`src/rtl/ocp_consts.svh`:
```
// Purpose: offsets, field positions, reset values and page codes of the output clock page bank
// Assumes: 8-bit register offsets and data
// Notes:   page codes and the second feedback divider fraction offsets are local choices
`ifndef OCP_CONSTS_SVH
`define OCP_CONSTS_SVH
`define OCP_OFF_STATUS   8'h02
`define OCP_OFF_NOTIFY   8'h03
`define OCP_OFF_NVM_LO   8'h10
`define OCP_OFF_NVM_HI   8'h2f
`define OCP_OFF_N2F_LO   8'h20
`define OCP_OFF_DELAY    8'h6c
`define OCP_OFF_DRIVER   8'h6d
`define OCP_OFF_TERM     8'h6f
`define OCP_OFF_PAGE     8'hff
`define OCP_PAGE_OUT     8'h01
`define OCP_PAGE_PLL_A   8'h0a
`define OCP_NUM_PLL      3'h4
`define OCP_NOTIFY_RST   8'hff
`define OCP_CFG_RST      8'h00
`define OCP_FINE_PS      8'h1e
`define OCP_FINE_EXT     3'h4
`define OCP_COARSE_LSB   0
`define OCP_FINE_LSB     6
`define OCP_EXT_BIT      4
`define OCP_VDD_LSB      3
`define OCP_DRV_LSB      0
`endif

```
`src/rtl/ocp_pkg.sv`:
```
// Purpose: types shared by the output clock page bank
// Assumes: nothing beyond the constants header
// Notes:   invalid encodings decode to an explicit bad value
package ocp_pkg;
  // supply level chosen for the output
  typedef enum logic [1:0] {OCP_VDD_1V8, OCP_VDD_2V5, OCP_VDD_3V3, OCP_VDD_BAD} ocp_vdd_t;
  // driver signalling standard
  typedef enum logic [2:0] {
    OCP_DRV_LVDS, OCP_DRV_LVPECL, OCP_DRV_CML, OCP_DRV_HCSL,
    OCP_DRV_LVDS_BOOST, OCP_DRV_LVPECL_NOCM, OCP_DRV_BAD
  } ocp_drv_t;
  // termination or single-ended drive mode
  typedef enum logic [2:0] {
    OCP_TERM_EXT, OCP_TERM_PULLUP, OCP_TERM_PULLDN,
    OCP_TERM_SE_P, OCP_TERM_SE_N, OCP_TERM_SE_PN, OCP_TERM_BAD
  } ocp_term_t;
endpackage

```
`src/rtl/ocp_regs.sv`:
```
// Purpose: paged register bank for one clock output plus the pll pages
// Assumes: register port already deserialised into byte reads and writes
// Notes:   decoded outputs trail the registers by one cycle
`timescale 1ns/100ps
`default_nettype none
`include "ocp_consts.svh"
module ocp_regs (
  input  wire logic               clk,             // 200 MHz clock
  input  wire logic               reset_n,         // async reset, active low
  input  wire logic               wr_en,           // write strobe
  input  wire logic               rd_en,           // read strobe
  input  wire logic [7:0]         addr,            // register offset
  input  wire logic [7:0]         wdata,           // write data
  input  wire logic [3:0]         pll_lol,         // live loss of lock, per pll
  output logic      [7:0]         rdata,           // read data
  output logic                    rvalid,          // read data valid pulse
  output logic      [7:0]         page,            // active page
  output logic      [5:0]         coarse_delay,    // vco periods of delay
  output logic      [2:0]         fine_code,       // fine delay increments
  output logic      [7:0]         fine_delay_ps,   // fine delay in ps
  output ocp_pkg::ocp_vdd_t       output_supply_select, // supply level
  output ocp_pkg::ocp_drv_t       driver_standard_select, // driver standard
  output ocp_pkg::ocp_term_t      term_mode,       // termination mode
  output logic      [31:0]        n2_frac_a,       // first pll, held at zero
  output logic      [31:0]        n2_frac_b,       // fraction, pll b
  output logic      [31:0]        n2_frac_c,       // fraction, pll c
  output logic      [31:0]        n2_frac_d        // fraction, pll d
);
  // register state
  logic [7:0]  page_q, page_d;            // page selector
  logic [7:0]  dly_q, dly_d;              // output_delay_ctrl
  logic [7:0]  drv_q, drv_d;              // output_driver_cfg
  logic [3:0]  term_q, term_d;            // output_termination_cfg
  logic [7:0]  notify_q [0:3];            // first_pll_sticky_flags per pll
  logic [7:0]  notify_d [0:3];
  logic [7:0]  nvm_q [0:127];             // nvm copies, 32 bytes per pll
  logic [7:0]  nvm_d [0:127];
  logic [7:0]  rdata_d;
  logic        on_out, on_pll, in_nvm;    // address decode
  logic [1:0]  pll_idx;                   // pll page index
  logic [6:0]  nvm_idx;                   // nvm array index
  logic [7:0]  pll_off;
  logic [2:0]  fine_d;
  logic [31:0] frac_d [0:3];
  // next values of the decoded outputs
  logic               rvalid_d;           // read valid, next
  logic [5:0]         coarse_d;           // coarse delay count, next
  logic [7:0]         fine_ps_d;          // fine delay in ps, next
  ocp_pkg::ocp_vdd_t  supply_d;           // supply decode, next
  ocp_pkg::ocp_drv_t  drv_std_d;          // driver decode, next
  ocp_pkg::ocp_term_t term_mode_d;        // termination decode, next

  // page decode; every offset but the selector goes to the active page
  always_comb begin
    pll_off = page_q - `OCP_PAGE_PLL_A;
    on_out  = (page_q == `OCP_PAGE_OUT);
    on_pll  = (pll_off < {5'h00, `OCP_NUM_PLL});
    pll_idx = pll_off[1:0];
    in_nvm  = on_pll && (addr >= `OCP_OFF_NVM_LO) && (addr <= `OCP_OFF_NVM_HI);
    nvm_idx = {pll_idx, addr[4:0] ^ 5'h10};
  end

  // next state of all writable registers
  always_comb begin
    page_d = page_q;
    dly_d  = dly_q;
    drv_d  = drv_q;
    term_d = term_q;
    nvm_d  = nvm_q;
    for (int i = 0; i < 4; i++) begin
      notify_d[i] = notify_q[i] | {7'h00, pll_lol[i]};
    end
    if (wr_en) begin
      if (addr == `OCP_OFF_PAGE) begin
        page_d = wdata;
      end else if (on_out) begin
        if (addr == `OCP_OFF_DELAY)  dly_d  = wdata;
        if (addr == `OCP_OFF_DRIVER) drv_d  = wdata;
        if (addr == `OCP_OFF_TERM)   term_d = wdata[3:0];
      end else if (on_pll) begin
        // software writes, hardware set still wins
        if (addr == `OCP_OFF_NOTIFY) begin
          notify_d[pll_idx] = wdata | {7'h00, pll_lol[pll_idx]};
        end
        if (in_nvm) nvm_d[nvm_idx] = wdata;
      end
    end
  end

  // read mux; unmapped offsets read zero
  always_comb begin
    rdata_d = 8'h00;
    if (addr == `OCP_OFF_PAGE) begin
      rdata_d = page_q;
    end else if (on_out) begin
      case (addr)
        `OCP_OFF_DELAY:  rdata_d = dly_q;
        `OCP_OFF_DRIVER: rdata_d = drv_q;
        `OCP_OFF_TERM:   rdata_d = {4'h0, term_q};
        default:         rdata_d = 8'h00;
      endcase
    end else if (on_pll) begin
      if (addr == `OCP_OFF_STATUS) rdata_d = {7'h00, pll_lol[pll_idx]};
      if (addr == `OCP_OFF_NOTIFY) rdata_d = notify_q[pll_idx];
      if (in_nvm) rdata_d = nvm_q[nvm_idx];
    end
    // hold the last byte read when no read is taken this cycle
    if (!rd_en) rdata_d = rdata;
    // rvalid marks exactly the cycle after a taken read
    rvalid_d = rd_en;
  end

  // field decode for the output driver; every decoded output but page gets its next value here
  always_comb begin
    coarse_d  = dly_q[`OCP_COARSE_LSB +: 6];
    fine_d    = drv_q[`OCP_EXT_BIT] ? `OCP_FINE_EXT : {1'b0, dly_q[`OCP_FINE_LSB +: 2]};
    // fine delay scaling; four steps of 30 ps still fit a byte
    fine_ps_d = 8'(fine_d * `OCP_FINE_PS);
    // supply decode; the reserved code is flagged rather than folded onto a level
    case (drv_q[`OCP_VDD_LSB +: 2])
      2'h0:    supply_d = ocp_pkg::OCP_VDD_1V8;
      2'h1:    supply_d = ocp_pkg::OCP_VDD_2V5;
      2'h2:    supply_d = ocp_pkg::OCP_VDD_3V3;
      default: supply_d = ocp_pkg::OCP_VDD_BAD;
    endcase
    // driver standard decode; codes six and seven select no driver
    case (drv_q[`OCP_DRV_LSB +: 3])
      3'h0:    drv_std_d = ocp_pkg::OCP_DRV_LVDS;
      3'h1:    drv_std_d = ocp_pkg::OCP_DRV_LVPECL;
      3'h2:    drv_std_d = ocp_pkg::OCP_DRV_CML;
      3'h3:    drv_std_d = ocp_pkg::OCP_DRV_HCSL;
      3'h4:    drv_std_d = ocp_pkg::OCP_DRV_LVDS_BOOST;
      3'h5:    drv_std_d = ocp_pkg::OCP_DRV_LVPECL_NOCM;
      default: drv_std_d = ocp_pkg::OCP_DRV_BAD;
    endcase
    // termination decode; anything outside the six codes is flagged
    case (term_q)
      4'h0:    term_mode_d = ocp_pkg::OCP_TERM_EXT;
      4'h2:    term_mode_d = ocp_pkg::OCP_TERM_PULLUP;
      4'h1:    term_mode_d = ocp_pkg::OCP_TERM_PULLDN;
      4'h4:    term_mode_d = ocp_pkg::OCP_TERM_SE_P;
      4'h8:    term_mode_d = ocp_pkg::OCP_TERM_SE_N;
      4'hc:    term_mode_d = ocp_pkg::OCP_TERM_SE_PN;
      default: term_mode_d = ocp_pkg::OCP_TERM_BAD;
    endcase
    // fraction bytes sit at 20h..23h of each pll page, lowest byte first
    for (int i = 0; i < 4; i++) begin
      frac_d[i] = {nvm_q[i*32+19], nvm_q[i*32+18], nvm_q[i*32+17], nvm_q[i*32+16]};
    end
    frac_d[0] = 32'h0000_0000;
  end

  // registers; configuration resets to zero, the sticky flags reset to all ones
  // rdata keeps the last byte read so a slow host may pick it up late
  always_ff @(posedge clk or negedge reset_n) begin
    if (!reset_n) begin
      page_q <= `OCP_CFG_RST;
      dly_q  <= `OCP_CFG_RST;
      drv_q  <= `OCP_CFG_RST;
      term_q <= 4'h0;
      rdata  <= 8'h00;
      rvalid <= 1'b0;
      for (int i = 0; i < 4; i++) notify_q[i] <= `OCP_NOTIFY_RST;
      for (int j = 0; j < 128; j++) nvm_q[j] <= 8'h00;
    end else begin
      page_q   <= page_d;
      dly_q    <= dly_d;
      drv_q    <= drv_d;
      term_q   <= term_d;
      notify_q <= notify_d;
      nvm_q    <= nvm_d;
      rvalid   <= rvalid_d;
      rdata    <= rdata_d;
    end
  end

  // decoded outputs, registered so they are glitch free toward the analog side
  always_ff @(posedge clk or negedge reset_n) begin
    if (!reset_n) begin
      page                   <= 8'h00;
      coarse_delay           <= 6'h00;
      fine_code              <= 3'h0;
      fine_delay_ps          <= 8'h00;
      output_supply_select   <= ocp_pkg::OCP_VDD_1V8;
      driver_standard_select <= ocp_pkg::OCP_DRV_LVDS;
      term_mode              <= ocp_pkg::OCP_TERM_EXT;
      n2_frac_a              <= 32'h0000_0000;
      n2_frac_b              <= 32'h0000_0000;
      n2_frac_c              <= 32'h0000_0000;
      n2_frac_d              <= 32'h0000_0000;
    end else begin
      // plain register stage; all decoding sits in the process above
      page                   <= page_q;
      coarse_delay           <= coarse_d;
      fine_code              <= fine_d;
      fine_delay_ps          <= fine_ps_d;
      output_supply_select   <= supply_d;
      driver_standard_select <= drv_std_d;
      term_mode              <= term_mode_d;
      n2_frac_a              <= frac_d[0];
      n2_frac_b              <= frac_d[1];
      n2_frac_c              <= frac_d[2];
      n2_frac_d              <= frac_d[3];
    end
  end
endmodule
`default_nettype wire

```
`config.mk`:
```
export PLATFORM = sky130hd
export DESIGN_NAME = ocp_regs
export DESIGN_NICKNAME = d
export VERILOG_FILES = /design/src/rtl/ocp_pkg.sv /design/src/rtl/ocp_regs.sv
export VERILOG_INCLUDE_DIRS = /design/src /design/src/rtl
export SDC_FILE = /design/constraint.sdc
export NUM_CORES = 2
export LEC_CHECK = 0
export BUFFER_PORTS_ARGS = -buffer_cell sky130_fd_sc_hd__buf_4
export CAP_MARGIN = 25
export CORE_MARGIN = 4
export CORE_UTILIZATION = 25
export CTS_CLUSTER_SIZE = 40
export DETAILED_ROUTE_END_ITERATION = 8
export GPL_TIMING_DRIVEN = 0
export SKIP_LAST_GASP = 1
export SLEW_MARGIN = 20
export SYNTH_ARGS = -nofsm -noshare
export SYNTH_HDL_FRONTEND = slang
export SYNTH_SLANG_ARGS = --single-unit
```
`constraint.sdc`:
```
create_clock -name clk -period 9 [get_ports clk]
set_input_delay 1.35 -clock clk [delete_from_list [all_inputs] [get_ports clk]]
set_output_delay 1.35 -clock clk [all_outputs]
set_load 0.02 [all_outputs]
```
## Word level (Yosys, flattened, before mapping)

Cells that the tools add are included.

- Register bits: 1221
- Bits of input ports: 24
- Output and inout bits: 170
- Logic and storage cells: 229

- Add/subtract/negate cells: 1
- $mul: 1
- Order comparisons: 8
- Equality and inequality tests: 19
- Muxes and demuxes: 30
- Bitwise logic cells: 10
- Reduce and logical (&&, ||, !) cells: 12

Operators with widths:

| kind | count |
|---|---|
| bitwise mux 1024 bit | 1 |
| two-way mux 32 bit | 5 |
| two-way mux 8 bit | 11 |
| binary-select mux 8 bit (select 7 bit) | 1 |
| demux 8 bit (select 7 bit) | 1 |
| OR 8 x 1 -> 8 bit | 5 |
| case mux 3 bit (6 select lines) | 2 |
| bitwise mux 32 bit | 1 |
| == test 8 x 7 -> 1 bit, second input constant | 3 |
| case mux 8 bit (3 select lines) | 1 |
| binary-select mux 8 bit (select 2 bit) | 1 |
| demux 8 bit (select 2 bit) | 1 |
| == test 8 x 2 -> 1 bit, second input constant | 2 |
| AND reduction 4 bit | 3 |
| == test 4 bit, second input constant | 2 |
| == test 8 x 1 -> 1 bit, second input constant | 1 |
| == test 8 bit, second input constant | 1 |
| >= comparator 8 x 5 -> 1 bit, second input constant | 1 |
| >= comparator 8 bit, second input constant | 1 |
| less-or-equal comparator 8 x 6 -> 1 bit, second input constant | 1 |
| less-than comparator 8 x 1 -> 1 bit, second input constant | 1 |
| less-than comparator 8 x 3 -> 1 bit, second input constant | 1 |
| inverter 7 -> 8 bit | 1 |
| subtractor 8 x 4 -> 8 bit, second input constant | 1 |
| 24 further kinds | 32 |

## Logic depth before layout (Yosys ltp)

- Word-level depth: 12
- Mapped depth: 12
- Depth with buffers taken out: 9

## Least setup slack after synthesis

Ideal clock, no wire load.

- Kind: input to register
- From: in addr[4]
- To: reg nvm_q, in the netlist frac_d[88]
- Setup time: 125 ps
- Data arrival time: 3329 ps
- Required time: 8875 ps
- Slack: 5547 ps
- Stages: 10
- Path buffers: 4
- Cell sequence: buf_2 and2_1 buf_2 nand4_1 clkbuf_1 nand3_4 nor2_2 buf_4 nand2_1 mux2_2

- Word-level cells in the longest chain between the ends: 7
- Elaborated cells on any way between the ends: 15
- Classes of those cells: order compare: 4; eq/ne: 1; mux: 3; bitwise: 3; reduce/logical: 4

Ends and longest elaborated chain:

| element | RTL line | source |
|---|---|---|
| start, declared | ocp_regs.sv:12 | `input wire logic [7:0] addr,` |
| inverter 1 bit (no line) | -- |  |
| inverter 7 -> 8 bit (not written as such) | ocp_regs.sv:85 | `if (in_nvm) nvm_d[nvm_idx] = wdata;` |
| >= comparator 8 bit (not written as such) / less-than comparator 8 x 1 -> 1 bit (equally long branches) | ocp_regs.sv:85 |  |
| logical AND 1 bit (not written as such) | ocp_regs.sv:85 |  |
| two-way mux 8 bit (not written as such) | ocp_regs.sv:85 |  |
| demux 8 bit (select 7 bit) | ocp_regs.sv:85 |  |
| bitwise mux 1024 bit | ocp_regs.sv:85 |  |
| end signal, assigned | ocp_regs.sv:171 | `nvm_q <= nvm_d;` |
| end, declared | ocp_regs.sv:36 | `logic [7:0] nvm_q [0:127];` |

Parallel ways exist; a longest one is shown, timed or not.
A chain may end at the register's enable or synchronous reset.

## Final worst setup path

- From: in addr[0]
- To: reg rdata[0]

- Word-level cells in the longest chain between the ends: 8
- Elaborated cells on any way between the ends: 21
- Classes of those cells: order compare: 2; eq/ne: 6; mux: 10; bitwise: 1; reduce/logical: 2

Ends and longest elaborated chain:

| element | RTL line | source |
|---|---|---|
| inverter 7 -> 8 bit (not written as such) | ocp_regs.sv:105 | `if (in_nvm) rdata_d = nvm_q[nvm_idx];` |
| binary-select mux 8 bit (select 7 bit) | ocp_regs.sv:105 |  |
| two-way mux 8 bit (not written as such) (2 in series) | ocp_regs.sv:105 |  |
| two-way mux 8 bit | ocp_regs.sv:105 |  |
| two-way mux 8 bit | ocp_regs.sv:102 | `end else if (on_pll) begin` |
| two-way mux 8 bit | ocp_regs.sv:95 | `end else if (on_out) begin` |
| two-way mux 8 bit (*) | ocp_regs.sv:93 | `` if (addr == `OCP_OFF_PAGE) begin `` |
| end signal, assigned | ocp_regs.sv:173 | `rdata <= rdata_d;` |
| end, declared | ocp_regs.sv:15 | `output logic [7:0] rdata,` |

Mark *: on every way between the ends. The rest lies on a longest branch, timed or not. The select of a mux whose other input is x is not followed.

==> metrics.yaml <==
cp_slowest_cell: "clkinv_1"
synth_compound_area_share_pct: 7.18
ys.flop_type: "dfrtp_1"
synth_xor_area_share_pct: 0.0806
drt-pass1-iter-count: 9
dp_hpwl_um: 171000
min_path_type: "register to register"
drive_gt1_share_pct: 42.9
cts.root.buffer_cell: "clkbuf_16"
cp-end-kind: "register"
ys_async_sr_fraction_pct: 100
initial_core_util_pct: 25.2
yosysTopAreaCell: "dfrtp_1"
worst-setup-path-type: "primary input to register"
port_buffers: 149
avgSynthCellArea_um2: 13.8
cp_num_buf_inv: 6
synth_top_cell_area_share_pct: 54.7
worstPathArrival_ns: 7.32
globalRoute.totalOverflow: 0
viasPerCell: 5.51
fp.dieW_um: 474
hold_slack_ns: 0.396
area_growth_pct: 19.4
grt_pass1_wl_um: 338000
clock_sinks: 1220
crit_chain: "buf_2 > buf_4 > buf_2 > buf_2 > clkinv_1 > clkbuf_2 > o21ai_0 > a21oi_1 > a31oi_1 > o31ai_1 > o31ai_1"
rsz0062_at_grt: "false"
worst_clock_skew_ns: 0.0438
synth_area_leaders: "dfrtp_1, mux2_2, mux2_1"
synth-seq-area-share_pct: 56.3
ys_top_cells_by_count: "dfrtp_1, mux2_2, clkbuf_1"
final_antenna_net_count: 0
dieArea_mm2: 0.225
cts_max_level: 4
antenna_found_initial: 33
cp_common_cell: "buf_2"
rows: 170
final_area_mm2: 0.0649
cts_tree: "built"
core_mm2: 0.215
slew_violations: 0
worstSkewPairLatency_ns: 0.81
slew_headroom_pct: 21.5
postRouteWirelength_um: 250000
min_period_over_period_pct: 74.6
num_vias: 40000
cp-start-kind: "primary input"
synthCells: 3921
status: "completed"
fmax_mhz: 149
synth_edf_count: 0
synth_top_family_by_area: "multiplexers"
yosys.area_share.simple_pct: 3.94
critPathTopFamily: "buffers and inverters"
cts_resized: 0
hold_violations: 0
syn_area_mm2: 0.0543
routedWlPerCell_um: 34.4
placed_cell_area_mm2: 0.0598
muxShareOfSynthArea_pct: 29.4
grt_pass1_vias: 39632
drv_cap: 0
ys_seq_elements: 1220
min_period_ns: 6.72
fin_nets: 4315
grt_use_total_pct: 21.7
required_ns: 9.60
numCtsBuffers: 141
routabilityCongestion: 1.00
remaining_drc_errors: 0
grt_max_degree: 147
synthAdderAreaFrac_pct: 0.175
yosysMostFrequentCell: "dfrtp_1"
postCtsHoldBufs: 0
synth_warnings: 0
cp_slowest_stage_delay_ns: 1.12
power.density_mw_per_mm2: 194
cellLeakagePower_nw: 31.7
yosysUniqueCellTypes: 78
post_cts.repair.setup_buffers: 0
ioPinCount: 194
peakVddDrop_v: 0.000199
setup_viol: 0
dieHeight_um: 474
clock_path_buffers: 3
worst_pin_slew_ns: 1.18
path_clk_slew_ns: 0.06
path_max_fanout: 10
drt_iter0_drc: 5264
cell type report:
cell class	count	area, um2
Antenna cell	22	55.1
Buffer	330	1590
Clock buffer	214	4170
Clock inverter	45	741
Fill cell	21682	150000
Inverter	13	48.8
Multi-Input combinational cell	2390	22300
Sequential cell	1220	30600
Tap cell	2838	3550
Timing Repair Buffer	188	1810
cells in the final DEF (no fill, tap or decap), types with 50 or more instances in the layout:
cell / synthesis / layout
dfrtp_1: 1188 / 1188
mux2_2: 1100 / 1100
buf_4: 48 / 202
clkbuf_1: 197 / 184
o22ai_1: 183 / 183
mux2_1: 160 / 160
nand2_1: 143 / 142
clkbuf_16: 0 / 142
o21ai_0: 87 / 87
o221ai_1: 86 / 86
a21oi_1: 80 / 80
buf_2: 60 / 78
nor2_1: 70 / 67
mux4_2: 60 / 60
nand2_2: 53 / 54
clkbuf_2: 0 / 50
report_power, final:
group / switching (W) / internal [W]
logic: 0.000788 / 0.000189
clock network: 0.00255 / 0.00351
registers: 0.0000116 / 0.00550
total: 0.00335 / 0.00920
registers in the layout, indices dropped and copies added (netlist names), 2 cells and up:
name and count:
frac_d 96, term_q 4, dly_q 8, n2_frac_d 32, drv_q 8, page_q 8, fine_delay_ps 6, fine_code 3
coarse_delay 6, n2_frac_b 32, rdata 8, n2_frac_c 32, term_mode 3, nvm_q 928, output_supply_select 2, page 8
driver_standard_select 3, notify_q 32
metrics by stage:
stage | TNS (ns) | setup slack [ns] | power [W] | instances | utilization (%)
floorplan | 0 | 5.55 | 0.00594 | 3953 | -
global placement | -9701.79 | -8.33 | 0.00649 | 6940 | 27.5
detailed placement | 0 | 1.93 | 0.00653 | 6973 | 27.8
CTS | 0 | 2.77 | 0.0125 | 7232 | 30.1
global route | 0 | 2.75 | 0.0128 | 7239 | 30.1
finish | 0 | 2.28 | 0.0126 | 7260 | 30.1
final timing paths:
kind	from	end	slack, ns	cells after the start
min reg2reg	frac_d[35]	n2_frac_c[3]	0.40	0
max in group asynchronous	reset_n	n2_frac_c[8]	5.71	5
min in group asynchronous	reset_n	page[3]	0.45	1
max reg2reg	page_q[1]	nvm_q[487]	3.65	11
max	addr[0]	rdata[0]	2.28	11
min	frac_d[35]	n2_frac_c[3]	0.40	0
per-layer routing:
metal,global-route usage (%),routed length [um]
met2,30.1,101000
met5,0.498,193
met4,14.5,20100
met3,8.72,30000
met1,27.6,98200
kinds of logic after synthesis:
family                   after synthesis
AND/OR/NAND/NOR                      404
AO/OA/AOI/OAI                        576
buffers and inverters                343
other                                  1
multiplexers                        1365
flip-flops                          1220
XOR/XNOR                               5
adder cells (fa/ha/maj)                7
No activity file was read; power rests on OpenSTA's default activity.
